[src/inc/lpw_pkg.sv]
package lpw_pkg;
  localparam logic [15:0] VEC_RESET = 16'hFFFE;
  localparam logic [15:0] VEC_BRK = 16'hFFFC;
  localparam logic [15:0] VEC_PIN = 16'hFFFA;
  localparam logic [15:0] VEC_PLL = 16'hFFF8;
  localparam logic [15:0] VEC_T1_CH0 = 16'hFFF6;
  localparam logic [15:0] VEC_T1_CH1 = 16'hFFF4;
  localparam logic [15:0] VEC_T1_OVF = 16'hFFF2;
  localparam logic [15:0] VEC_T2_CH0 = 16'hFFF0;
  localparam logic [15:0] VEC_T2_CH1 = 16'hFFEE;
  localparam logic [15:0] VEC_T2_OVF = 16'hFFEC;
  localparam logic [15:0] VEC_SSI_RX = 16'hFFEA;
  localparam logic [15:0] VEC_SSI_TX = 16'hFFE8;
  localparam logic [15:0] VEC_ASI_ERR = 16'hFFE6;
  localparam logic [15:0] VEC_ASI_RX = 16'hFFE4;
  localparam logic [15:0] VEC_ASI_TX = 16'hFFE2;
  localparam logic [15:0] VEC_KEY = 16'hFFE0;
  localparam logic [15:0] VEC_ADC = 16'hFFDE;
  localparam logic [15:0] VEC_TB = 16'hFFDC;
  localparam int REC_W = 12;
  localparam int REC_LONG = 4096;
  localparam int REC_SHORT = 32;
  // source bit positions
  localparam int TIM_OVF = 0;
  localparam int TIM_CH1 = 1;
  localparam int TIM_CH0 = 2;
  localparam int SSI_TX = 0;
  localparam int SSI_RX = 1;
  localparam int ASI_TX = 0;
  localparam int ASI_RX = 1;
  localparam int ASI_ERR = 2;
  // apb map
  localparam int ADDR_W = 12;
  localparam logic [11:0] ADDR_CFG = 12'h000;
  localparam logic [11:0] ADDR_STAT = 12'h004;
  localparam logic [11:0] ADDR_VEC = 12'h008;
  localparam int CFG_W = 6;
  localparam int CFG_PIN_MASK = 0;
  localparam int CFG_KEY_MASK = 1;
  localparam int CFG_OSC_STOP = 2;
  localparam int CFG_SHORT_REC = 3;
  localparam int CFG_SMON_EN = 4;
  localparam int CFG_SMON_RST = 5;
  localparam logic [5:0] CFG_RESET = 6'h03;
  typedef enum logic [1:0] {LPW_RUN, LPW_WAIT, LPW_STOP, LPW_RECOVER} lpw_state_e;
endpackage : lpw_pkg

[src/verilog/lpw_wake.sv]
// The implementer's own choices: the APB interface to the registers and the register addresses.
`timescale 1ns/1ps
module lpw_wake #(
  parameter int REC_LONG_CYC = lpw_pkg::REC_LONG,
  parameter int REC_SHORT_CYC = lpw_pkg::REC_SHORT
) (
  input wire logic i_clk,
  input wire logic i_rst_n,
  input wire logic i_psel,
  input wire logic i_penable,
  input wire logic i_pwrite,
  input wire logic [lpw_pkg::ADDR_W-1:0] i_paddr,
  input wire logic [31:0] i_pwdata,
  output logic [31:0] o_prdata,
  output logic o_pready,
  output logic o_pslverr,
  input wire logic i_wait_req,
  input wire logic i_stop_req,
  input wire logic i_ext_rst_n,
  input wire logic i_irq_pin,
  input wire logic i_brk_req,
  input wire logic i_wdog_expire,
  input wire logic i_supply_low,
  input wire logic i_pll_req,
  input wire logic i_key_req,
  input wire logic [2:0] i_timer_one_req,
  input wire logic [2:0] i_timer_two_req,
  input wire logic [1:0] i_ssi_req,
  input wire logic [2:0] i_asi_req,
  input wire logic i_adc_req,
  input wire logic i_tb_req,
  output logic [1:0] o_mode,
  output logic o_cpu_clk_en,
  output logic o_sys_clk_en,
  output logic o_osc_en,
  output logic o_pll_en,
  output logic o_cg_out_en,
  output logic o_asi_run,
  output logic o_ssi_run,
  output logic o_ssi_abort,
  output logic o_tim_run,
  output logic o_tb_run,
  output logic o_tb_access_ok,
  output logic o_supply_mon_run,
  output logic o_part_reset,
  output logic o_vec_valid,
  output logic [15:0] o_vector
);
  import lpw_pkg::*;

  localparam logic [REC_W-1:0] LONG_LOAD = REC_W'(REC_LONG_CYC - 1);
  localparam logic [REC_W-1:0] SHORT_LOAD = REC_W'(REC_SHORT_CYC - 1);

  logic rst_s1_reg;
  logic rst_n;
  logic ext_s1_reg;
  logic ext_s2_reg;
  logic pin_s1_reg;
  logic pin_s2_reg;
  logic pin_s3_reg;
  logic pin_fall;
  lpw_state_e state_reg;
  lpw_state_e state_next;
  logic [REC_W-1:0] cnt_reg;
  logic [CFG_W-1:0] cfg_reg;
  logic [31:0] prdata_reg;
  logic [15:0] vec_reg;
  logic pend_rst_reg;
  logic vld_reg;
  logic prst_reg;
  logic abort_reg;
  logic wake;
  logic wake_rst;
  logic [15:0] wake_vec;
  logic smon_trip;
  logic in_stop;
  logic wr_en;
  logic rd_setup;

  // reset release through two flops
  always_ff @(posedge i_clk or negedge i_rst_n) begin
    if (!i_rst_n) begin
      rst_s1_reg <= 1'b0;
      rst_n <= 1'b0;
    end else begin
      rst_s1_reg <= 1'b1;
      rst_n <= rst_s1_reg;
    end
  end

  // pins are asynchronous to the crystal clock
  always_ff @(posedge i_clk or negedge rst_n) begin
    if (!rst_n) begin
      ext_s1_reg <= 1'b1;
      ext_s2_reg <= 1'b1;
      pin_s1_reg <= 1'b1;
      pin_s2_reg <= 1'b1;
      pin_s3_reg <= 1'b1;
    end else begin
      ext_s1_reg <= i_ext_rst_n;
      ext_s2_reg <= ext_s1_reg;
      pin_s1_reg <= i_irq_pin;
      pin_s2_reg <= pin_s1_reg;
      pin_s3_reg <= pin_s2_reg;
    end
  end

  // edge detector stays on in both modes
  assign pin_fall = pin_s3_reg & ~pin_s2_reg;

  // apb slave, zero wait states
  assign wr_en = i_psel & i_penable & i_pwrite;
  assign rd_setup = i_psel & ~i_penable & ~i_pwrite;
  assign o_pready = 1'b1;
  assign o_pslverr = i_psel & i_penable & (i_paddr != ADDR_CFG) & (i_paddr != ADDR_STAT)
                     & (i_paddr != ADDR_VEC);
  assign o_prdata = prdata_reg;

  always_ff @(posedge i_clk or negedge rst_n) begin
    if (!rst_n) begin
      cfg_reg <= CFG_RESET;
    end else if (wr_en && i_paddr == ADDR_CFG) begin
      cfg_reg <= i_pwdata[CFG_W-1:0];
    end
  end

  always_ff @(posedge i_clk or negedge rst_n) begin
    if (!rst_n) begin
      prdata_reg <= 32'h0;
    end else if (rd_setup) begin
      if (i_paddr == ADDR_CFG) begin
        prdata_reg <= {{(32-CFG_W){1'b0}}, cfg_reg};
      end else if (i_paddr == ADDR_STAT) begin
        prdata_reg <= {{(30-REC_W){1'b0}}, cnt_reg, state_reg};
      end else if (i_paddr == ADDR_VEC) begin
        prdata_reg <= {16'h0, vec_reg};
      end else begin
        prdata_reg <= 32'h0;
      end
    end
  end

  assign in_stop = (state_reg == LPW_STOP);
  assign smon_trip = cfg_reg[CFG_SMON_EN] & cfg_reg[CFG_SMON_RST] & i_supply_low;

  // wake selection; resets first, then vectors by descending address
  always_comb begin
    wake = 1'b1;
    wake_rst = 1'b0;
    wake_vec = VEC_RESET;
    if (state_reg != LPW_WAIT && state_reg != LPW_STOP) begin
      wake = 1'b0;
    end else if (!ext_s2_reg) begin
      wake_rst = 1'b1;
    end else if (smon_trip) begin
      wake_rst = 1'b1;
    end else if (!in_stop && i_wdog_expire) begin
      wake_rst = 1'b1;
    end else if (i_brk_req) begin
      wake_vec = VEC_BRK;
    end else if (pin_fall && !cfg_reg[CFG_PIN_MASK]) begin
      wake_vec = VEC_PIN;
    end else if (!in_stop && i_pll_req) begin
      wake_vec = VEC_PLL;
    end else if (!in_stop && i_timer_one_req[TIM_CH0]) begin
      wake_vec = VEC_T1_CH0;
    end else if (!in_stop && i_timer_one_req[TIM_CH1]) begin
      wake_vec = VEC_T1_CH1;
    end else if (!in_stop && i_timer_one_req[TIM_OVF]) begin
      wake_vec = VEC_T1_OVF;
    end else if (!in_stop && i_timer_two_req[TIM_CH0]) begin
      wake_vec = VEC_T2_CH0;
    end else if (!in_stop && i_timer_two_req[TIM_CH1]) begin
      wake_vec = VEC_T2_CH1;
    end else if (!in_stop && i_timer_two_req[TIM_OVF]) begin
      wake_vec = VEC_T2_OVF;
    end else if (!in_stop && i_ssi_req[SSI_RX]) begin
      wake_vec = VEC_SSI_RX;
    end else if (!in_stop && i_ssi_req[SSI_TX]) begin
      wake_vec = VEC_SSI_TX;
    end else if (!in_stop && i_asi_req[ASI_ERR]) begin
      wake_vec = VEC_ASI_ERR;
    end else if (!in_stop && i_asi_req[ASI_RX]) begin
      wake_vec = VEC_ASI_RX;
    end else if (!in_stop && i_asi_req[ASI_TX]) begin
      wake_vec = VEC_ASI_TX;
    end else if (i_key_req && !cfg_reg[CFG_KEY_MASK]) begin
      wake_vec = VEC_KEY;
    end else if (!in_stop && i_adc_req) begin
      wake_vec = VEC_ADC;
    end else if (i_tb_req && (!in_stop || cfg_reg[CFG_OSC_STOP])) begin
      wake_vec = VEC_TB;
    end else begin
      wake = 1'b0;
    end
  end

  always_comb begin
    state_next = state_reg;
    case (state_reg)
      LPW_RUN: begin
        if (i_stop_req) begin
          state_next = LPW_STOP;
        end else if (i_wait_req) begin
          state_next = LPW_WAIT;
        end
      end
      LPW_WAIT: begin
        if (wake) begin
          state_next = LPW_RUN;
        end
      end
      LPW_STOP: begin
        if (wake) begin
          state_next = LPW_RECOVER;
        end
      end
      LPW_RECOVER: begin
        if (cnt_reg == '0) begin
          state_next = LPW_RUN;
        end
      end
      default: begin
        state_next = LPW_RUN;
      end
    endcase
  end

  always_ff @(posedge i_clk or negedge rst_n) begin
    if (!rst_n) begin
      state_reg <= LPW_RUN;
    end else begin
      state_reg <= state_next;
    end
  end

  // recovery counter on the crystal clock; long hold suits a crystal
  always_ff @(posedge i_clk or negedge rst_n) begin
    if (!rst_n) begin
      cnt_reg <= '0;
    end else if (in_stop && wake) begin
      cnt_reg <= cfg_reg[CFG_SHORT_REC] ? SHORT_LOAD : LONG_LOAD;
    end else if (state_reg == LPW_RECOVER && cnt_reg != '0) begin
      cnt_reg <= cnt_reg - 1'b1;
    end
  end

  // vector held from the wake until the fetch is released
  always_ff @(posedge i_clk or negedge rst_n) begin
    if (!rst_n) begin
      vec_reg <= VEC_RESET;
      pend_rst_reg <= 1'b0;
    end else if (wake) begin
      vec_reg <= wake_vec;
      pend_rst_reg <= wake_rst;
    end
  end

  always_ff @(posedge i_clk or negedge rst_n) begin
    if (!rst_n) begin
      vld_reg <= 1'b0;
      prst_reg <= 1'b0;
    end else if (state_reg == LPW_WAIT) begin
      vld_reg <= wake;
      prst_reg <= wake & wake_rst;
    end else if (state_reg == LPW_RECOVER) begin
      vld_reg <= (cnt_reg == '0);
      prst_reg <= (cnt_reg == '0) & pend_rst_reg;
    end else begin
      vld_reg <= 1'b0;
      prst_reg <= 1'b0;
    end
  end

  // reset exit from stop kills any sync serial transfer in flight
  always_ff @(posedge i_clk or negedge rst_n) begin
    if (!rst_n) begin
      abort_reg <= 1'b0;
    end else begin
      abort_reg <= in_stop & wake & wake_rst;
    end
  end

  assign o_vector = vec_reg;
  assign o_vec_valid = vld_reg;
  assign o_part_reset = prst_reg;
  assign o_ssi_abort = abort_reg;
  assign o_mode = state_reg;
  assign o_cpu_clk_en = (state_reg == LPW_RUN);
  assign o_sys_clk_en = (state_reg == LPW_RUN) | (state_reg == LPW_WAIT);
  assign o_asi_run = o_sys_clk_en;
  assign o_ssi_run = o_sys_clk_en;
  assign o_tim_run = o_sys_clk_en;
  assign o_tb_run = o_sys_clk_en | cfg_reg[CFG_OSC_STOP];
  assign o_tb_access_ok = (state_reg == LPW_RUN);
  assign o_supply_mon_run = cfg_reg[CFG_SMON_EN];
  assign o_pll_en = ~in_stop;
  assign o_osc_en = ~in_stop | cfg_reg[CFG_OSC_STOP];
  assign o_cg_out_en = ~in_stop | cfg_reg[CFG_OSC_STOP];

  // cycles spent in recovery, checked against the selected hold
  logic [REC_W:0] rec_len_reg;
  always_ff @(posedge i_clk or negedge rst_n) begin
    if (!rst_n) begin
      rec_len_reg <= '0;
    end else if (state_reg == LPW_RECOVER) begin
      rec_len_reg <= rec_len_reg + 1'b1;
    end else begin
      rec_len_reg <= '0;
    end
  end
endmodule : lpw_wake

[config.mk]
export PLATFORM = sky130hd
export DESIGN_NAME = lpw_wake
export DESIGN_NICKNAME = d
export VERILOG_FILES = /design/src/inc/lpw_pkg.sv /design/src/verilog/lpw_wake.sv
export SDC_FILE = /design/constraint.sdc
export NUM_CORES = 1
export LEC_CHECK = 0
export ABC_AREA = 0
export BUFFER_PORTS_ARGS = -buffer_cell sky130_fd_sc_hd__buf_2
export CAP_MARGIN = 25
export CORE_UTILIZATION = 51
export DETAILED_ROUTE_END_ITERATION = 6
export PLACE_DENSITY_LB_ADDON = 0.3
export SYNTH_ARGS = -nofsm -noshare
export SYNTH_HDL_FRONTEND = slang
export SYNTH_SLANG_ARGS = --single-unit
[constraint.sdc]
create_clock -name i_clk -period 3.3 [get_ports i_clk]
set_input_delay 0.33 -clock i_clk [delete_from_list [all_inputs] [get_ports i_clk]]
set_output_delay 0.33 -clock i_clk [all_outputs]
set_load 0.01 [all_outputs]
* Word-level counts from Yosys, hierarchy flattened
Cells that the tools add are included.
** Cells by class
- Add/sub/neg operators :: 1
- Multiply operators :: 0
- Div/mod/pow operators :: 0
- $lt $le $gt $ge :: 0
- Equal/unequal tests :: 13
- Shifts and indexed selects :: 0
- Muxes and demuxes :: 62
- Bitwise operators :: 21
- Reductions and logical operators :: 32
** Operators by type and width (count)
- $mux 6 :: 21
- $mux 16 :: 3
- $mux 12 :: 3
- $mux 1 :: 29
- $logic_not 12->1 :: 2
- $reduce_bool 12->1 :: 2
- $logic_and 1x1->1 :: 21
- $and 1x1->1 :: 14
- $eq 12x3->1 const B :: 1
- $eq 12x4->1 const B :: 1
- $ne 12x3->1 const B :: 1
- $ne 12x4->1 const B :: 1
- $sub 12x1->12 const B :: 1
- $mux 2 :: 5
- $ne 2x2->1 const B :: 4
- $pmux 2 s4 :: 1
- $eq 2x2->1 const B :: 2
- $not 1->1 :: 4
- $reduce_and 4->1 :: 1
- $logic_not 1->1 :: 3
- $ne 3x3->1 const B :: 1
- $or 1x1->1 :: 3
- $eq 2x1->1 const B :: 1
- $logic_not 2->1 :: 1
- 3 further kinds :: 3
** Storage, ports and cells
- Flip-flop bits (word level) :: 79
- Bits in latches :: 0
- Bits in writable memories :: 0
- Bits in read-only memories :: 0
- Logic and storage cells :: 145
- Memories :: 0

* Longest topological paths before layout
- Word-level depth :: 27
- Depth in mapped cells :: 9
- Gate-level depth less buffers :: 7

* Worst setup path before layout
Ideal clock, no wire load.
- Kind :: reg-to-reg
- Start point :: reg state_reg[0], in the netlist o_mode[0]
- End point :: reg pend_rst_reg
- Arrival time :: 2.162 ns
- Required time :: 3.175 ns
- Path slack :: 1.013 ns
- Cell stages (with the launch flop) :: 9
- Buffers on the path :: 1
- Cells stage by stage :: dfrtp_1 -> inv_1 -> ha_1 -> buf_4 -> or2b_2 -> nand4b_2 -> or4_4 -> o21a_2 -> mux2_4
** Between the ends
- Cells in the longest elaborated chain, start to end :: 25
- Elaborated cells on any way between the ends :: 46
- Those cells by class :: 3 x eq/ne; 25 x mux; 18 x reduce/logical
** RTL lines
- start, declared :: RTL line lpw_wake.sv:62 : lpw_state_e state_reg;
- start signal, assigned :: RTL line lpw_wake.sv:233 : state_reg <= state_next;
- $eq 2x2->1 :: RTL line lpw_wake.sv:143 : assign in_stop = (state_reg == LPW_STOP);
- $logic_not 1->1
- $logic_or 1x1->1 :: RTL line lpw_wake.sv:191 : end else if (i_tb_req && (!in_stop || cfg_reg[CFG_OSC_STOP])) begin
- $logic_and 1x1->1 :: RTL line lpw_wake.sv:191
- $mux 1 :: RTL line lpw_wake.sv:191
- $mux 1 :: RTL line lpw_wake.sv:189 : end else if (!in_stop && i_adc_req) begin
- $mux 1 :: RTL line lpw_wake.sv:187 : end else if (i_key_req && !cfg_reg[CFG_KEY_MASK]) begin
- $mux 1 :: RTL line lpw_wake.sv:185 : end else if (!in_stop && i_asi_req[ASI_TX]) begin
- [9 not listed]
- $mux 1 :: RTL line lpw_wake.sv:165 : end else if (!in_stop && i_timer_one_req[TIM_CH0]) begin
- $mux 1 :: RTL line lpw_wake.sv:163 : end else if (!in_stop && i_pll_req) begin
- $mux 1 :: RTL line lpw_wake.sv:161 : end else if (pin_fall && !cfg_reg[CFG_PIN_MASK]) begin
- $mux 1 :: RTL line lpw_wake.sv:159 : end else if (i_brk_req) begin
- $mux 1 :: RTL line lpw_wake.sv:157 : end else if (!in_stop && i_wdog_expire) begin
- $mux 1 :: RTL line lpw_wake.sv:155 : end else if (smon_trip) begin
- $mux 1 :: RTL line lpw_wake.sv:153 : end else if (!ext_s2_reg) begin
- $mux 1 :: RTL line lpw_wake.sv:151 : if (state_reg != LPW_WAIT && state_reg != LPW_STOP) begin
- end signal, assigned :: RTL line lpw_wake.sv:255 : pend_rst_reg <= wake_rst;
- end, declared :: RTL line lpw_wake.sv:68 : logic pend_rst_reg;
Parallel ways exist; a longest one is shown, timed or not.
A chain may end at the register's enable or synchronous reset.

* Worst setup path in the final report
Ends and elaborated chain as after synthesis.

==> qor.yml <==
outcome: "finished, final reports clean"
combPwrFrac_pct: 12.4
dieArea_um2: 6171
yosys.area_share.xor_xnor_pct: 0.5860
drive_gt1_share_pct: 34.87
insertion_delay_ns: 0.31
reg2reg_depth: 7
power.share.clock_pct: 33.7
cts-root-buf: "clkbuf_8"
critPathMaxFanout: 13
cts_tree: "done"
synthAdderAreaFrac_pct: 2.093
setup.worst_path.start: "o_mode[0]$_DFFE_PN0P_"
fmax_ghz: 0.3811
yosysTopAreaCellShare_pct: 32.65
grt_max_degree: 50
port_buffers: 82
p_leak_nw: 1.647
wl_um: 6520
cp.required_ns: 3.51
grt_use_total_pct: 21.95
synth_compound_area_share_pct: 15.03
end_kind: "flip-flop"
synth.top_cells.by_area: "dfrtp_1, dfstp_2, buf_4"
ir_drop_mv: 0.2651
regToRegStartpoint: "o_mode[0]$_DFFE_PN0P_"
ys_ff_latch: 51
synth_top_family_by_area: "simple AND/OR/NAND/NOR gates"
syn_inst: 313
fin_crit_ns: 2.624
die_h_um: 78.56
grt_pass1_vias: 2342
core_area_um2: 5574
synth.distinct_cells: 56
dieWidth_um: 78.56
relSlewSlack_pct: 62.33
muxShareOfSynthArea_pct: 8.916
final_cell_mix: "buf_2, dfrtp_1, nor2_1"
grt_overflow: 0
final_core_util_pct: 62.22
layout_commonest_cell: "buf_2"
min_from: "i_irq_pin"
switching_share_pct: 25.14
finalSetupViolations: 0
avgViaCountPerCell: 5.381
cts_max_level: 2
synth_area_um2: 2989
cp-start-kind: "flip-flop"
rsz0062_at_grt: "false"
start_util_pct: 53.63
gp_congestion: 0.8506
cts.sinks: 51
p_int_w: 0.0009396
max_cap_violations: 0
clock_tree.buffer_depth: 2
fin_tns_setup_ns: 0
syn_avg_cell_area_um2: 9.550
final_cells: 462
cts_resized: 0
antenna_left: 0
cp.arrival_ns: 2.83
async_reset_ff_share_pct: 100.0
drt_first_iter_violations: 111
hold_depth: 1
diodes: 0
antenna_found_initial: 0
fin_worst_skew_ns: 0.005433
largest_reg_flops: 15
drc: 0
ys_seq_area_share_pct: 43.20
path_class: "reg2reg"
clkTransAtPathRegs_ns: 0.09
grt_pass1_wl_um: 10550
rows: 27
sequentialPowerShare_pct: 53.8
dp_hpwl_um: 4770
place_inst: 452
reg2reg_slack_ns: 0.68
synth_edf_count: 0
finalNetCount: 465
hold_class: "in2reg"
final_hold_viol_count: 0
power.net_switching_w: 0.0003155
fillCellCount: 517
power.density_nw_per_um2: 361.9
fin_crit_sh_pct: 79.51
ios: 137
syn_to_final_growth_pct: 16.03
firstDrtPassIters: 5
worst_pin_slew_ns: 0.5650
dr_total_vias: 2486
synthSimpleGateAreaFrac_pct: 17.96
avgRoutedWirePerCell_um: 14.11
synth_top_flop_cell: "dfrtp_1"
ys_warn_count: 0
drv_slew: 0
synth_top_area_cell: "dfrtp_1"
cts_buffers: 5
power groups by stage:
stage	clock network, W	logic (W)	registers [W]
2_1_floorplan	0	0.0000898	0.000703
3_3_place_gp	0	0.000141	0.000693
3_5_place_dp	0	0.000145	0.000693
4_1_cts	0.000428	0.000147	0.000681
5_1_grt	0.000453	0.000174	0.000680
6_report	0.000423	0.000156	0.000676
synthesized netlist by cell type (3+ instances only):
library cell,count
a21oi_1,26
a22oi_1,5
a31oi_1,4
and2_1,3
buf_2,4
buf_4,35
clkbuf_1,7
dfrtp_1,39
dfstp_2,12
ha_1,5
inv_1,13
mux2_2,13
mux2_4,4
mux2i_1,6
nand2_1,22
nand2b_1,4
nand3_1,7
nor2_1,32
nor2b_1,5
nor3_1,6
nor4_1,3
o21ai_0,10
o22ai_1,3
or3_1,3
or4_1,3
metal layers:
layer | up-vias | GRT usage, % | part of all wire, %
li1 | 1187 | - | -
met1 | 1216 | 27.40 | 42
met2 | 75 | 37.83 | 53
met3 | 8 | 4.070 | 4.6
met4 | 0 | 7.593 | 1.0
met5 | - | 0 | 0
final timing paths:
path	to
setup / recovery	pend_rst_reg$_DFFE_PN0P_
hold / removal	pin_s1_reg$_DFF_PN1_
setup reg to reg	pend_rst_reg$_DFFE_PN0P_
hold reg to reg	o_prdata[1]$_DFFE_PN0P_
max in group asynchronous	cnt_reg[6]$_DFFE_PN0P_
min in group asynchronous	o_prdata[1]$_DFFE_PN0P_
worst max-delay path: stages, from the launching register on:
cell,delay (ns)
dfrtp_1,0.45
inv_1,0.12
ha_1,0.41
or2b_2,0.21
nand4b_2,0.13
or4_4,0.57
o21a_2,0.31
mux2_4,0.31
what timing repair did:
item	in CTS	in global routing
endpoints found under the hold margin	2	0
setup buffers	0	0
hold buffers	1	0
final cells by class:
cell class	count	area (um^2)	share of cell area (%)
inverters	13	48.80	1.407
well taps	72	90.09	2.597
repair buffers	88	478.0	13.78
multi-input cells	230	1446	41.70
flip-flops and latches	51	1292	37.27
clock buffers	7	107.6	3.102
clock inverters	1	5.005	0.1443
per-stage QoR:
stage	cell area, um^2	worst slack, ns	total power, W	hold slack [ns]
3_5_place_dp	3318	0.6986	0.0008385	0.1155
6_report	3468	0.6763	0.001255	0.1094
2_1_floorplan	3090	1.013	0.0007926	0.03441
5_1_grt	3468	0.5470	0.001307	0.09632
4_1_cts	3441	0.6791	0.001257	0.1051
3_3_place_gp	3318	0.7131	0.0008343	0.1148
cell families (layout without fill, tap and decap cells):
logic type / count (synthesis) / count (layout)
other: 2 / 29
XOR/XNOR: 2 / 2
AO/OA/AOI/OAI: 69 / 69
buffers and inverters: 59 / 109
adder cells (fa/ha/maj): 5 / 5
AND/OR/NAND/NOR: 102 / 102
flip-flops: 51 / 51
multiplexers: 23 / 23
No activity file was read; power rests on OpenSTA's default activity.
